<file path="src/include/event_queue_pkg.sv">
// constants, register map and types for the event report queue block
// assumes a single 100 MHz device clock and a same-clock host access port
package event_queue_pkg;

	// ============================================================
	// timing
	localparam int CLK_PERIOD_NS = 10;
	localparam int HOLD_TIME_NS = 1600;
	localparam logic [7:0] HOLD_CYCLES = 8'((HOLD_TIME_NS + CLK_PERIOD_NS - 1) / CLK_PERIOD_NS);

	// ============================================================
	// internal addresses and i/o offsets
	localparam logic [11:0] ADDR_INT_NUM = 12'h022;
	localparam logic [11:0] ADDR_RX_CONFIG = 12'h102;
	localparam logic [11:0] ADDR_RX_ACCEPT = 12'h104;
	localparam logic [11:0] ADDR_LINE_CTL = 12'h112;
	localparam logic [11:0] ADDR_BUS_CTL = 12'h116;
	localparam logic [11:0] ADDR_QUEUE = 12'h120;
	localparam logic [11:0] ADDR_RX_EVENT = 12'h124;
	localparam logic [11:0] ADDR_TX_EVENT = 12'h128;
	localparam logic [11:0] ADDR_BUF_EVENT = 12'h12c;
	localparam logic [11:0] ADDR_MISS_CNT = 12'h130;
	localparam logic [11:0] ADDR_COL_CNT = 12'h132;
	localparam logic [11:0] IO_QUEUE_OFS = 12'h008;

	// ============================================================
	// report word layout
	localparam logic [5:0] REGNUM_RX = 6'h04;
	localparam logic [5:0] REGNUM_TX = 6'h08;
	localparam logic [5:0] REGNUM_BUF = 6'h0c;
	localparam logic [5:0] REGNUM_MISS = 6'h10;
	localparam logic [5:0] REGNUM_COL = 6'h12;
	localparam int NUM_SRC = 5;
	localparam int QDEPTH = 4;
	localparam logic [15:0] NULL_WORD = 16'h0000;
	// rx report content positions (register bit minus six)
	localparam int RXF_GOOD = 2;
	localparam int RXF_BAD = 6;
	localparam int RXF_SHORT = 7;
	localparam int RXF_LONG = 8;

	// ============================================================
	// register fields
	localparam int BIT_GLOBAL_IRQ = 15;
	localparam int BIT_SERIAL_RX = 6;
	localparam int BIT_FORCE_AUI = 8;
	localparam int BIT_AUTO_PORT = 9;
	localparam int BIT_LOW_SQUELCH = 14;
	localparam int BIT_ACC_IND_HASH = 6;
	localparam int BIT_ACC_ALL = 7;
	localparam int BIT_ACC_GOOD = 8;
	localparam int BIT_ACC_GROUP = 9;
	localparam int BIT_ACC_OWN = 10;
	localparam int BIT_ACC_BCAST = 11;
	localparam int BIT_ACC_BAD = 12;
	localparam int BIT_ACC_SHORT = 13;
	localparam int BIT_ACC_LONG = 14;
	localparam int BIT_BUFFER_FCS = 11;
	localparam int BIT_IE_GOOD = 8;
	localparam int BIT_IE_BAD = 12;
	localparam int BIT_IE_SHORT = 13;
	localparam int BIT_IE_LONG = 14;
	localparam logic [15:0] REG_RESET = 16'h0000;

	// interrupt number register: 0..3 select a line, anything above floats all
	localparam int NUM_IRQ_LINES = 4;
	localparam logic [2:0] INT_NUM_FLOAT = 3'h4;
	localparam logic [2:0] INT_NUM_RESET = 3'h4;

	// ============================================================
	// frame lengths in bytes
	localparam logic [10:0] MIN_FRAME = 11'd64;
	localparam logic [10:0] MAX_FRAME = 11'd1518;
	localparam logic [10:0] FCS_BYTES = 11'd4;
	localparam logic [10:0] ALIGN_ADD = 11'd3;
	localparam logic [10:0] ALIGN_MASK = 11'h7fc;

	typedef enum logic [1:0] {
		ST_IDLE = 2'b00,
		ST_ASSERTED = 2'b01,
		ST_HOLD = 2'b11
	} irq_state_t;

endpackage : event_queue_pkg

</file>
<file path="src/event_queue_rx_config.sv">
// event report queue with interrupt line control and receive configuration
// assumes host strobes are one-cycle pulses from logic on SYS_CLK_I
//
// What this block does
// - enabled event sets bits, queues report, raises line
// - first read lowers line; low 1.6us, rises again if reports pending
// - many rx/tx reports; one buffer, miss, collision
// - reports leave rx, tx, buffer, miss, collision order
// - queue read clears that register, advances queue
// - queue at 0120h memory, offset 0008h i/o
// - word holds register number low, contents high
// - interrupt number selects line or floats all
// - no interrupt without global enable bit F
// - only DA through FCS transferred; FCS optional
// - lengths in bytes, padded to double word
// - line control: rx enable, forced AUI, auto select
// - line control bit E lowers squelch level
// - address class bits choose accepted destinations
// - length and check criteria also gate acceptance
// - long frames accepted, only 1518 bytes buffered
// - rx config bits enable per-status interrupts
// - no rx status interrupt when address filter fails
// - event bits cleared only by host read
module event_queue_rx_config
	import event_queue_pkg::*;
(
	input wire logic SYS_CLK_I,
	input wire logic RESET_N_I,
	input wire logic HOST_IO_SEL_I,
	input wire logic [11:0] HOST_ADDR_I,
	input wire logic HOST_RD_I,
	input wire logic HOST_WR_I,
	input wire logic [15:0] HOST_WDATA_I,
	input wire logic RX_FRAME_DONE_I,
	input wire logic RX_DA_PASS_I,
	input wire logic RX_IND_HASH_I,
	input wire logic RX_GROUP_HASH_I,
	input wire logic RX_OWN_MATCH_I,
	input wire logic RX_ALL_ONES_I,
	input wire logic RX_CRC_OK_I,
	input wire logic [10:0] RX_LEN_I,
	input wire logic TX_EVENT_I,
	input wire logic [9:0] TX_BITS_I,
	input wire logic BUF_EVENT_I,
	input wire logic [9:0] BUF_BITS_I,
	input wire logic MISS_OVF_I,
	input wire logic [9:0] MISS_BITS_I,
	input wire logic COL_OVF_I,
	input wire logic [9:0] COL_BITS_I,
	input wire logic TP_LINK_OK_I,
	output logic [15:0] HOST_RDATA_O,
	output logic [event_queue_pkg::NUM_IRQ_LINES-1:0] IRQ_O,
	output logic [event_queue_pkg::NUM_IRQ_LINES-1:0] IRQ_OE_O,
	output logic RX_SERIAL_EN_O,
	output logic RX_PORT_AUI_O,
	output logic RX_LOW_SQUELCH_O,
	output logic RX_ACCEPT_O,
	output logic [10:0] RX_XFER_BYTES_O,
	output logic [10:0] RX_XFER_PADDED_O
);
	import event_queue_pkg::*;

	function automatic logic [5:0] regnum(input int g);
		case (g)
			0: regnum = REGNUM_RX;
			1: regnum = REGNUM_TX;
			2: regnum = REGNUM_BUF;
			3: regnum = REGNUM_MISS;
			default: regnum = REGNUM_COL;
		endcase
	endfunction : regnum

	function automatic logic [11:0] src_addr(input int g);
		case (g)
			0: src_addr = ADDR_RX_EVENT;
			1: src_addr = ADDR_TX_EVENT;
			2: src_addr = ADDR_BUF_EVENT;
			3: src_addr = ADDR_MISS_CNT;
			default: src_addr = ADDR_COL_CNT;
		endcase
	endfunction : src_addr

	// ============================================================
	// host access decode
	logic mem_rd, mem_wr, q_rd;
	logic [15:0] line_ctl_q, rx_accept_q, rx_config_q, bus_ctl_q;
	logic [2:0] int_num_q;
	logic gie;

	assign mem_rd = HOST_RD_I && !HOST_IO_SEL_I;
	assign mem_wr = HOST_WR_I && !HOST_IO_SEL_I;
	assign q_rd = HOST_RD_I && (HOST_IO_SEL_I ? HOST_ADDR_I == IO_QUEUE_OFS : HOST_ADDR_I == ADDR_QUEUE);
	assign gie = bus_ctl_q[BIT_GLOBAL_IRQ];

	// cleared at reset, interrupt number set to float; software loads them again afterwards
	always_ff @(posedge SYS_CLK_I or negedge RESET_N_I) begin
		if (!RESET_N_I) begin
			line_ctl_q <= REG_RESET;
			rx_accept_q <= REG_RESET;
			rx_config_q <= REG_RESET;
			bus_ctl_q <= REG_RESET;
			int_num_q <= INT_NUM_RESET;
		end else if (mem_wr) begin
			case (HOST_ADDR_I)
				ADDR_LINE_CTL: line_ctl_q <= HOST_WDATA_I;
				ADDR_RX_ACCEPT: rx_accept_q <= HOST_WDATA_I;
				ADDR_RX_CONFIG: rx_config_q <= HOST_WDATA_I;
				ADDR_BUS_CTL: bus_ctl_q <= HOST_WDATA_I;
				ADDR_INT_NUM: int_num_q <= HOST_WDATA_I[2:0];
				default: ;
			endcase
		end
	end

	// ============================================================
	// receive frame classification
	logic rx_good, rx_bad, rx_short, rx_long, rx_addr_ok, rx_crit_ok;
	logic [9:0] rx_bits;

	assign rx_short = RX_LEN_I < MIN_FRAME;
	assign rx_long = RX_LEN_I > MAX_FRAME;
	assign rx_bad = !RX_CRC_OK_I;
	assign rx_good = RX_CRC_OK_I && !rx_short && !rx_long;
	assign rx_addr_ok = rx_accept_q[BIT_ACC_ALL]
		|| (RX_IND_HASH_I && rx_accept_q[BIT_ACC_IND_HASH])
		|| (RX_GROUP_HASH_I && rx_accept_q[BIT_ACC_GROUP])
		|| (RX_OWN_MATCH_I && rx_accept_q[BIT_ACC_OWN])
		|| (RX_ALL_ONES_I && rx_accept_q[BIT_ACC_BCAST]);
	assign rx_crit_ok = (rx_good && rx_accept_q[BIT_ACC_GOOD])
		|| (rx_bad && rx_accept_q[BIT_ACC_BAD])
		|| (rx_short && rx_accept_q[BIT_ACC_SHORT])
		|| (rx_long && rx_accept_q[BIT_ACC_LONG]);

	always_comb begin
		rx_bits = '0;
		rx_bits[RXF_GOOD] = rx_good && rx_config_q[BIT_IE_GOOD];
		rx_bits[RXF_BAD] = rx_bad && rx_config_q[BIT_IE_BAD];
		rx_bits[RXF_SHORT] = rx_short && rx_config_q[BIT_IE_SHORT];
		rx_bits[RXF_LONG] = rx_long && rx_config_q[BIT_IE_LONG];
	end

	// transfer length: frame data only, clipped, fcs optional, padded
	logic [10:0] rx_clip, rx_xfer;
	assign rx_clip = rx_long ? MAX_FRAME : RX_LEN_I;
	assign rx_xfer = rx_config_q[BIT_BUFFER_FCS] ? rx_clip : rx_clip - FCS_BYTES;

	always_ff @(posedge SYS_CLK_I or negedge RESET_N_I) begin
		if (!RESET_N_I) begin
			RX_ACCEPT_O <= 1'b0;
			RX_XFER_BYTES_O <= '0;
			RX_XFER_PADDED_O <= '0;
		end else if (RX_FRAME_DONE_I) begin
			RX_ACCEPT_O <= RX_DA_PASS_I && rx_addr_ok && rx_crit_ok;
			RX_XFER_BYTES_O <= rx_xfer;
			RX_XFER_PADDED_O <= (rx_xfer + ALIGN_ADD) & ALIGN_MASK;
		end
	end

	// ============================================================
	// link sense synchroniser and line control outputs
	logic link_s1_q, link_s2_q, link_s3_q, link_q;

	always_ff @(posedge SYS_CLK_I or negedge RESET_N_I) begin
		if (!RESET_N_I) begin
			link_s1_q <= 1'b0;
			link_s2_q <= 1'b0;
			link_s3_q <= 1'b0;
			link_q <= 1'b0;
		end else begin
			link_s1_q <= TP_LINK_OK_I;
			link_s2_q <= link_s1_q;
			link_s3_q <= link_s2_q;
			if (link_s2_q == link_s3_q) begin
				link_q <= link_s3_q;
			end
		end
	end

	always_ff @(posedge SYS_CLK_I or negedge RESET_N_I) begin
		if (!RESET_N_I) begin
			RX_SERIAL_EN_O <= 1'b0;
			RX_PORT_AUI_O <= 1'b0;
			RX_LOW_SQUELCH_O <= 1'b0;
		end else begin
			RX_SERIAL_EN_O <= line_ctl_q[BIT_SERIAL_RX];
			RX_PORT_AUI_O <= line_ctl_q[BIT_FORCE_AUI] || (line_ctl_q[BIT_AUTO_PORT] && !link_q);
			RX_LOW_SQUELCH_O <= line_ctl_q[BIT_LOW_SQUELCH];
		end
	end

	// ============================================================
	// report queues, one per source register
	logic [NUM_SRC-1:0] push, pop, avail;
	logic [9:0] push_bits [NUM_SRC];
	logic [9:0] front [NUM_SRC];
	logic [2:0] sel;

	assign push[0] = RX_FRAME_DONE_I && RX_DA_PASS_I && (|rx_bits);
	assign push_bits[0] = rx_bits;
	assign push[1] = TX_EVENT_I && (|TX_BITS_I);
	assign push_bits[1] = TX_BITS_I;
	assign push[2] = BUF_EVENT_I && (|BUF_BITS_I);
	assign push_bits[2] = BUF_BITS_I;
	assign push[3] = MISS_OVF_I && (|MISS_BITS_I);
	assign push_bits[3] = MISS_BITS_I;
	assign push[4] = COL_OVF_I && (|COL_BITS_I);
	assign push_bits[4] = COL_BITS_I;

	always_comb begin
		sel = 3'(NUM_SRC);
		for (int g = NUM_SRC - 1; g >= 0; g--) begin
			if (avail[g]) begin
				sel = 3'(g);
			end
		end
	end

	for (genvar g = 0; g < NUM_SRC; g++) begin : g_src
		localparam int DEPTH = (g < 2) ? QDEPTH : 1;
		logic [9:0] q_q [QDEPTH];
		logic [9:0] q_d [QDEPTH];
		logic [2:0] cnt_q, cnt_d;

		assign pop[g] = (q_rd && sel == 3'(g)) || (mem_rd && HOST_ADDR_I == src_addr(g));
		assign avail[g] = cnt_q != 3'd0;
		assign front[g] = q_q[0];

		always_comb begin
			q_d = q_q;
			cnt_d = cnt_q;
			if (pop[g] && cnt_q != 3'd0) begin
				for (int i = 0; i < QDEPTH - 1; i++) begin
					q_d[i] = q_q[i + 1];
				end
				q_d[QDEPTH - 1] = '0;
				cnt_d = cnt_q - 3'd1;
			end
			if (push[g]) begin
				if (cnt_d == 3'(DEPTH)) begin
					q_d[DEPTH - 1] = q_d[DEPTH - 1] | push_bits[g];
				end else begin
					q_d[2'(cnt_d)] = push_bits[g];
					cnt_d = cnt_d + 3'd1;
				end
			end
		end

		always_ff @(posedge SYS_CLK_I or negedge RESET_N_I) begin
			if (!RESET_N_I) begin
				cnt_q <= '0;
				for (int i = 0; i < QDEPTH; i++) begin
					q_q[i] <= '0;
				end
			end else begin
				cnt_q <= cnt_d;
				q_q <= q_d;
			end
		end
	end

	// ============================================================
	// host read data
	logic [15:0] rd_word;

	always_comb begin
		rd_word = NULL_WORD;
		if (q_rd) begin
			if (sel != 3'(NUM_SRC)) begin
				rd_word = {front[sel], regnum(int'(sel))};
			end
		end else if (mem_rd) begin
			case (HOST_ADDR_I)
				ADDR_LINE_CTL: rd_word = line_ctl_q;
				ADDR_RX_ACCEPT: rd_word = rx_accept_q;
				ADDR_RX_CONFIG: rd_word = rx_config_q;
				ADDR_BUS_CTL: rd_word = bus_ctl_q;
				ADDR_INT_NUM: rd_word = {13'h0000, int_num_q};
				default: begin
					for (int g = 0; g < NUM_SRC; g++) begin
						if (HOST_ADDR_I == src_addr(g) && avail[g]) begin
							rd_word = {front[g], regnum(g)};
						end
					end
				end
			endcase
		end
	end

	always_ff @(posedge SYS_CLK_I or negedge RESET_N_I) begin
		if (!RESET_N_I) begin
			HOST_RDATA_O <= NULL_WORD;
		end else if (HOST_RD_I) begin
			HOST_RDATA_O <= rd_word;
		end
	end

	// ============================================================
	// interrupt line sequencing
	irq_state_t state_q;
	logic [7:0] hold_cnt_q;
	logic null_seen_q;

	always_ff @(posedge SYS_CLK_I or negedge RESET_N_I) begin
		if (!RESET_N_I) begin
			state_q <= ST_IDLE;
			hold_cnt_q <= '0;
			null_seen_q <= 1'b0;
		end else begin
			unique case (state_q)
				ST_IDLE: begin
					if ((|avail) && gie) begin
						state_q <= ST_ASSERTED;
					end
				end
				ST_ASSERTED: begin
					if (q_rd) begin
						state_q <= ST_HOLD;
						hold_cnt_q <= HOLD_CYCLES - 8'd1;
						null_seen_q <= !(|avail);
					end else if (!gie) begin
						state_q <= ST_IDLE;
					end
				end
				ST_HOLD: begin
					if (hold_cnt_q != 8'd0) begin
						hold_cnt_q <= hold_cnt_q - 8'd1;
					end
					if (q_rd && !(|avail)) begin
						null_seen_q <= 1'b1;
					end
					if (hold_cnt_q == 8'd0 && (null_seen_q || (|avail))) begin
						state_q <= ST_IDLE;
					end
				end
				default: state_q <= ST_IDLE;
			endcase
		end
	end

	always_ff @(posedge SYS_CLK_I or negedge RESET_N_I) begin
		if (!RESET_N_I) begin
			IRQ_O <= '0;
			IRQ_OE_O <= '0;
		end else begin
			for (int i = 0; i < NUM_IRQ_LINES; i++) begin
				IRQ_OE_O[i] <= int_num_q == 3'(i);
				IRQ_O[i] <= int_num_q == 3'(i) && state_q == ST_ASSERTED;
			end
		end
	end

	// ============================================================
	// checks
	property p_raise;
		@(posedge SYS_CLK_I) disable iff (!RESET_N_I)
		(state_q == ST_IDLE && (|avail) && gie && int_num_q < INT_NUM_FLOAT) |=> ##1 (|IRQ_O);
	endproperty
	a_raise: assert property (p_raise) else $error("line not raised");

	property p_first_read_low;
		@(posedge SYS_CLK_I) disable iff (!RESET_N_I)
		(state_q == ST_ASSERTED && q_rd) |=> ##1 (IRQ_O == '0) [*8];
	endproperty
	a_first_read_low: assert property (p_first_read_low) else $error("line not held low");

	property p_hold_stays;
		@(posedge SYS_CLK_I) disable iff (!RESET_N_I)
		(state_q == ST_HOLD && hold_cnt_q != 8'd0) |=> state_q == ST_HOLD;
	endproperty
	a_hold_stays: assert property (p_hold_stays) else $error("hold left early");

	property p_single_buf;
		@(posedge SYS_CLK_I) disable iff (!RESET_N_I)
		(q_rd && sel == 3'd2 && !push[2]) |=> !avail[2];
	endproperty
	a_single_buf: assert property (p_single_buf) else $error("second buffer report");

	property p_rx_first;
		@(posedge SYS_CLK_I) disable iff (!RESET_N_I)
		(q_rd && avail[0]) |=> HOST_RDATA_O[5:0] == REGNUM_RX;
	endproperty
	a_rx_first: assert property (p_rx_first) else $error("priority broken");

	property p_null_word;
		@(posedge SYS_CLK_I) disable iff (!RESET_N_I)
		(q_rd && !(|avail)) |=> HOST_RDATA_O == NULL_WORD;
	endproperty
	a_null_word: assert property (p_null_word) else $error("empty queue not null");

	property p_float;
		@(posedge SYS_CLK_I) disable iff (!RESET_N_I)
		(int_num_q >= INT_NUM_FLOAT) |=> IRQ_OE_O == '0;
	endproperty
	a_float: assert property (p_float) else $error("line driven while floated");

	property p_gie;
		@(posedge SYS_CLK_I) disable iff (!RESET_N_I)
		(state_q == ST_IDLE && !gie) |=> state_q == ST_IDLE;
	endproperty
	a_gie: assert property (p_gie) else $error("interrupt without enable");

	property p_da_fail;
		@(posedge SYS_CLK_I) disable iff (!RESET_N_I)
		(RX_FRAME_DONE_I && !RX_DA_PASS_I) |-> !push[0];
	endproperty
	a_da_fail: assert property (p_da_fail) else $error("report for filtered frame");

endmodule : event_queue_rx_config

</file>
<file path="config.mk">
export PLATFORM = sky130hd
export DESIGN_NAME = event_queue_rx_config
export DESIGN_NICKNAME = d
export VERILOG_FILES = /design/src/include/event_queue_pkg.sv /design/src/event_queue_rx_config.sv
export SDC_FILE = /design/constraint.sdc
export NUM_CORES = 1
export LEC_CHECK = 0
export BUFFER_PORTS_ARGS = -buffer_cell sky130_fd_sc_hd__clkbuf_2
export CORE_ASPECT_RATIO = 0.5
export CORE_MARGIN = 3
export CORE_UTILIZATION = 55
export CTS_CLUSTER_SIZE = 30
export DETAILED_ROUTE_END_ITERATION = 10
export PLACE_DENSITY_LB_ADDON = 0.1
export SYNTH_ARGS = -nofsm -noshare
export SYNTH_HDL_FRONTEND = slang
export SYNTH_SLANG_ARGS = --single-unit
</file>
<file path="constraint.sdc">
create_clock -name SYS_CLK_I -period 7.5 [get_ports SYS_CLK_I]
set_clock_uncertainty 0.05 [all_clocks]
set_input_delay 1.125 -clock SYS_CLK_I [delete_from_list [all_inputs] [get_ports SYS_CLK_I]]
set_output_delay 1.125 -clock SYS_CLK_I [all_outputs]
set_load 0.1 [all_outputs]
</file>
Yosys cells after proc, flatten, opt, wreduce, memory -nomap -nowiden
Cells that the tools add are included.

word-level totals
  input bits = 96
  output and inout port bits = 50
  word-level logic and storage cells = 323
  register bits = 345

operators by class
  multiplexer cells = 97
  bitwise logic cells = 11
  equality and inequality tests = 39
  $lt $le $gt $ge = 13
  reduce and logical (&&, ||, !) cells = 104
  $add $sub $neg = 13

operators with widths
  kind                                                                    number
  40-bit 2-to-1 mux                                                       10
  40-bit bitwise mux                                                      5
  12-bit 2-to-1 mux                                                       15
  30-bit 2-to-1 mux                                                       5
  16-bit 2-to-1 mux                                                       8
  12-bit by 9-bit equality test with 1-bit output, second input constant  10
  10-bit 2-to-1 mux                                                       12
  10-bit demux with 2-bit select                                          5
  16-bit one-hot mux with 5 select lines                                  1
  12-bit equality test                                                    5
  1-bit logical AND                                                       58
  3-bit 2-to-1 mux                                                        19
  10-bit OR                                                               4
  10-bit OR reduction                                                     4
  10-bit binary-select mux with 3-bit select                              1
  11-bit 2-to-1 mux                                                       2
  5-bit one-hot mux with 4 select lines                                   1
  8-bit 2-to-1 mux                                                        2
  8-bit one-hot mux with 2 select lines                                   1
  3-bit by 1-bit adder with 3-bit output, second input constant           5
  3-bit by 1-bit equality test with 1-bit output, second input constant   5
  3-bit >= comparator, second input constant                              5
  3-bit by 1-bit < comparator with 1-bit output, second input constant    5
  2-bit inverter with 3-bit output                                        5
  other kinds (34)                                                        84

Depth between registers and ports, before layout
  word-level depth = 19
  gate-level depth with buffers = 15
  mapped depth without buffers = 13

Least setup slack after synthesis
OpenSTA, ideal clock, no wires.

  path kind = in2reg
  start = input HOST_ADDR_I[0]
  end = register g_src[3].cnt_q[1]
  setup time = 125 ps
  data required time = 7325 ps
  slack = 3417 ps
  data arrival time = 3909 ps
  stages on the path = 11
  buffers on the path = 0
  cell sequence = nor4_4 -> nand2_1 -> nor4_1 -> o21ai_1 -> xnor2_1 -> inv_1 -> ha_1 -> a21boi_0 -> o31a_1 -> a21boi_0 -> mux2_2

on the way
  cells in the longest elaborated chain, start to end = 10
  elaborated cells between the ends (all ways) = 14
  those cells by class = 1 x add/sub; 4 x eq/ne; 4 x mux; 5 x reduce/logical

RTL lines
  element                                                                                                                    line                                                        RTL
  start, declared                                                                                                            event_queue_rx_config.sv:30                                 input wire logic [11:0] HOST_ADDR_I,
  12-bit by 9-bit equality test with 1-bit output / 12-bit by 4-bit equality test with 1-bit output (equally long branches)  event_queue_rx_config.sv:92                                 assign q_rd = HOST_RD_I && (HOST_IO_SEL_I ? HOST_ADDR_I == IO_QUEUE_OFS : HOST_ADDR_I == ADDR_QUEUE);
  1-bit 2-to-1 mux                                                                                                           event_queue_rx_config.sv:92
  1-bit logical AND                                                                                                          event_queue_rx_config.sv:92
  1-bit logical AND                                                                                                          event_queue_rx_config.sv:224                                assign pop[g] = (q_rd && sel == 3'(g)) || (mem_rd && HOST_ADDR_I == src_addr(g));
  1-bit logical OR *                                                                                                         event_queue_rx_config.sv:224
  1-bit logical AND *                                                                                                        event_queue_rx_config.sv:231                                if (pop[g] && cnt_q != 3'd0) begin
  3-bit 2-to-1 mux *                                                                                                         event_queue_rx_config.sv:231
  3-bit by 1-bit adder with 3-bit output / 3-bit by 1-bit equality test with 1-bit output (equally long branches)            event_queue_rx_config.sv:243, event_queue_rx_config.sv:239
  3-bit 2-to-1 mux                                                                                                           event_queue_rx_config.sv:239                                if (cnt_d == 3'(DEPTH)) begin
  3-bit 2-to-1 mux *                                                                                                         event_queue_rx_config.sv:238                                if (push[g]) begin
  via g_src[3].cnt_d[1]                                                                                                      event_queue_rx_config.sv:222                                logic [2:0] cnt_q, cnt_d;
  end signal, assigned                                                                                                       event_queue_rx_config.sv:255                                cnt_q <= cnt_d;
  end, declared                                                                                                              event_queue_rx_config.sv:222

Mark *: on every way through the listed nets, which the timed path passes. The rest lies on a longest branch.
A chain may end at the register's enable or synchronous reset.

==> qor.txt <==
Status = finished clean
Startpoint types = flip-flop
Min-delay worst type = reg2reg
Worst setup EP type = flip-flop
Antenna violations before repair = 3
Largest cells by area after synthesis = dfrtp_1, mux2i_1, mux2_2
Mapped cell area = 0.0182 mm2
Measured slew at the worst slew-check pin = 1240 ps
Hold-critical path endpoint = link_s2_q
WP data required = 7950 ps
Vias in the first global route = 13798
Async SR Flop Fraction = 100%
Netlist cell types = 98
CTS resizes = 0
TNS Setup = 0 ps
Worst skew pair latency = 590 ps
Reg-to-reg startpoint = g_src[2].cnt_q[0]
Final WL = 48300 um
Worst R2R Setup Slack = 2060 ps
Core box area = 0.0321 mm2
Syn. warnings = 0
Crit share post-route = 72.5%
Hold_sp = link_s1_q
Highest clock rate = 184 MHz
Reg2Reg Depth = 13
Initial Utilization = 56.7%
Crit-path cells = inv_1 > ha_1 > nand2b_1 > nand2_1 > o32ai_4 > nand2_2 > xnor2_1 > inv_1 > ha_1 > o21ai_0 > and2_1 > o21ai_1 > mux2i_1
CTS sink cnt = 345
Drt via density = 6.19
Pre-CTS WS = 1580 ps
Die height = 135 um
Slew HR = 16.9%
Slowest-stage cell, CP = o21ai_1
I/O pin total = 146
Total iterations of the first detailed-routing run = 5
Hpwl dp = 35000 um
CTS Hold Bufs = 0
Final std cells w/o fill = 2208
#FFs+latches synth = 345
GRT Residual Overflow = 0
First-pass GRT wire length = 76800 um
Placed Instances = 2150
Clk pin slew, worst setup/hold paths = 70 ps
Max incr delay on CP = 950 ps
Worst Path Buf+Inv = 2
Post-synthesis sequential area ratio = 47.4%
Share of layout cells above drive strength 1 = 22.5%
TritonCTS clock tree = done
Static Leak = 0.00982 uW
Routed Antenna Nets = 0
Area grow syn2layout = 12.6%
Yosys top cell by area = dfrtp_1
CTS Buf Count = 31
Vias = 13659
Peak VDD IR = 0.184 mV
Hold path depth = 0
Max_cap viols = 0
Final setup viols = 0
Worst r2r dst = g_src[2].q_q[12]
Slew Viols, Final = 0
RSZ-0062 raised after global routing = no
Final #Nets = 1880
Port bufs = 143
Worst setup margin = 2060 ps
DRT iter0 DRCs = 1118
Fin. Hold Viols = 0
Die width = 263 um
CP Class = reg2reg
Syn_area_per_cell = 11.1 um2
Top-area cell type share of the netlist area = 47.3%
Largest net degree at the start of global routing = 172
Die ar. = 0.0355 mm2
Prevailing post-synth register cell = dfrtp_1
Post-synth EDFFs = 0
H-tree levels = 1
Cell count after synthesis = 1644
Crit path max fanout = 42
CTS Buffer Depth = 3
DRC = 0
Core Rows = 46
Pwr dens = 313 mW/mm2
RePlAce Congestion = 0.899
WL/cell = 21.9 um
Root Buffer = clkbuf_16
Critical path arrival = 5890 ps
CP top delay family = simple AND/OR/NAND/NOR gates
Fin util = 63.8%
Total GRT Usage = 27.0%
Minimum clock period after layout = 5440 ps
Post-CTS Setup Inserts = 0
CP Depth = 13
## area by class of cell
| type | instances | area (um2) |
|---|---|---|
| diodes | 1 | 2.50 |
| clock buffers | 37 | 848 |
| clock inverters | 20 | 365 |
| fillers | 2615 | 11600 |
| inverters | 76 | 285 |
| multi-input cells | 1138 | 8970 |
| flip-flops and latches | 345 | 8630 |
| well taps | 432 | 541 |
| repair buffers | 159 | 858 |
## Yosys cell counts, types with 20 or more instances
| cell type | number |
|---|---|
| a21oi_1 | 49 |
| o32ai_1 | 20 |
| mux2_2 | 136 |
| ha_1 | 33 |
| nand2_1 | 129 |
| nand3_1 | 32 |
| nor2_1 | 82 |
| o2bb2ai_1 | 31 |
| mux2i_1 | 221 |
| buf_2 | 30 |
| o21ai_0 | 38 |
| dfrtp_1 | 344 |
| clkbuf_1 | 49 |
| nand4_1 | 27 |
| inv_1 | 75 |
| nor3_1 | 30 |
## sequential cells by signal, summed over array words and instances, names as in the netlist, 2 cells and up
name,cells
hold_cnt_q,8
IRQ_OE_O,4
int_num_q,3
rx_config_q,16
line_ctl_q,16
front,50
HOST_RDATA_O,16
state_q,2
bus_ctl_q,16
IRQ_O,4
rx_accept_q,16
g_src.cnt_q,15
g_src.q_q,150
RX_XFER_PADDED_O,9
RX_XFER_BYTES_O,11
## layer usage
metal | up-vias | share of wire (%) | track usage (%)
li1 | 6263 | - | -
met1 | 6912 | 45 | 38.8
met2 | 418 | 46 | 43.8
met3 | 64 | 6.2 | 4.66
met4 | 2 | 1.9 | 4.98
met5 | - | 0.027 | 0
## report_power, final
part	internal [uW]	switching, uW	total, uW
Combinational	752	1000	1750
Sequential	2370	402	2770
Clock	1150	739	1890
## logic make-up (layout without fill, tap and decap cells)
family,after synthesis,count (layout),synth area share [%]
multiplexers,361,361,20.8
XOR/XNOR,21,21,1.01
adder cells (fa/ha/maj),34,34,2.32
flip-flops,345,345,47.4
AND/OR/NAND/NOR,427,427,12.4
other,1,3,0.0206
buffers and inverters,162,292,3.63
AO/OA/AOI/OAI,293,293,12.4
## worst max-delay path by stage
stage	start	to	slack, ps
2_1_floorplan	HOST_ADDR_I[0]	g_src[3].cnt_q[1]	3420
3_3_place_gp	HOST_ADDR_I[4]	g_src[2].q_q[10]	1780
3_5_place_dp	HOST_ADDR_I[4]	g_src[2].q_q[12]	1580
4_1_cts	g_src[2].cnt_q[0]	g_src[2].q_q[13]	2120
5_1_grt	g_src[2].cnt_q[0]	g_src[2].q_q[12]	1620
6_report	g_src[2].cnt_q[0]	g_src[2].q_q[12]	2060
## placed cells by master (no fill, tap or decap), drive strengths merged, types with 11 or more instances in the layout
cell type / Yosys / layout
dfrtp: 344 / 344
mux2i: 222 / 222
clkbuf: 49 / 179
mux2: 139 / 139
nand2: 129 / 129
nor2: 84 / 84
inv: 75 / 77
a21oi: 49 / 49
o21ai: 41 / 41
nor3: 35 / 35
ha: 33 / 33
nand3: 33 / 33
o2bb2ai: 33 / 33
nand4: 27 / 27
o32ai: 22 / 22
buf: 37 / 17
nor4: 16 / 16
nand2b: 15 / 15
and2: 15 / 15
xnor2: 14 / 14
and3: 14 / 14
o22ai: 13 / 13
a221o: 13 / 13
o211ai: 13 / 13
a31oi: 11 / 11
a32o: 11 / 11
a21o: 11 / 11
## through the flow
stage / cell area [um2] / power, uW / hold slack (ps)
after floorplan: 18200 / 3970 / 281
after global placement: 19300 / 4420 / 294
after detailed placement: 19300 / 4540 / 298
after CTS: 20500 / 6440 / 316
after global routing: 20500 / 6770 / 330
final: 20500 / 6410 / 308
Power figures use the tool's default switching activity.
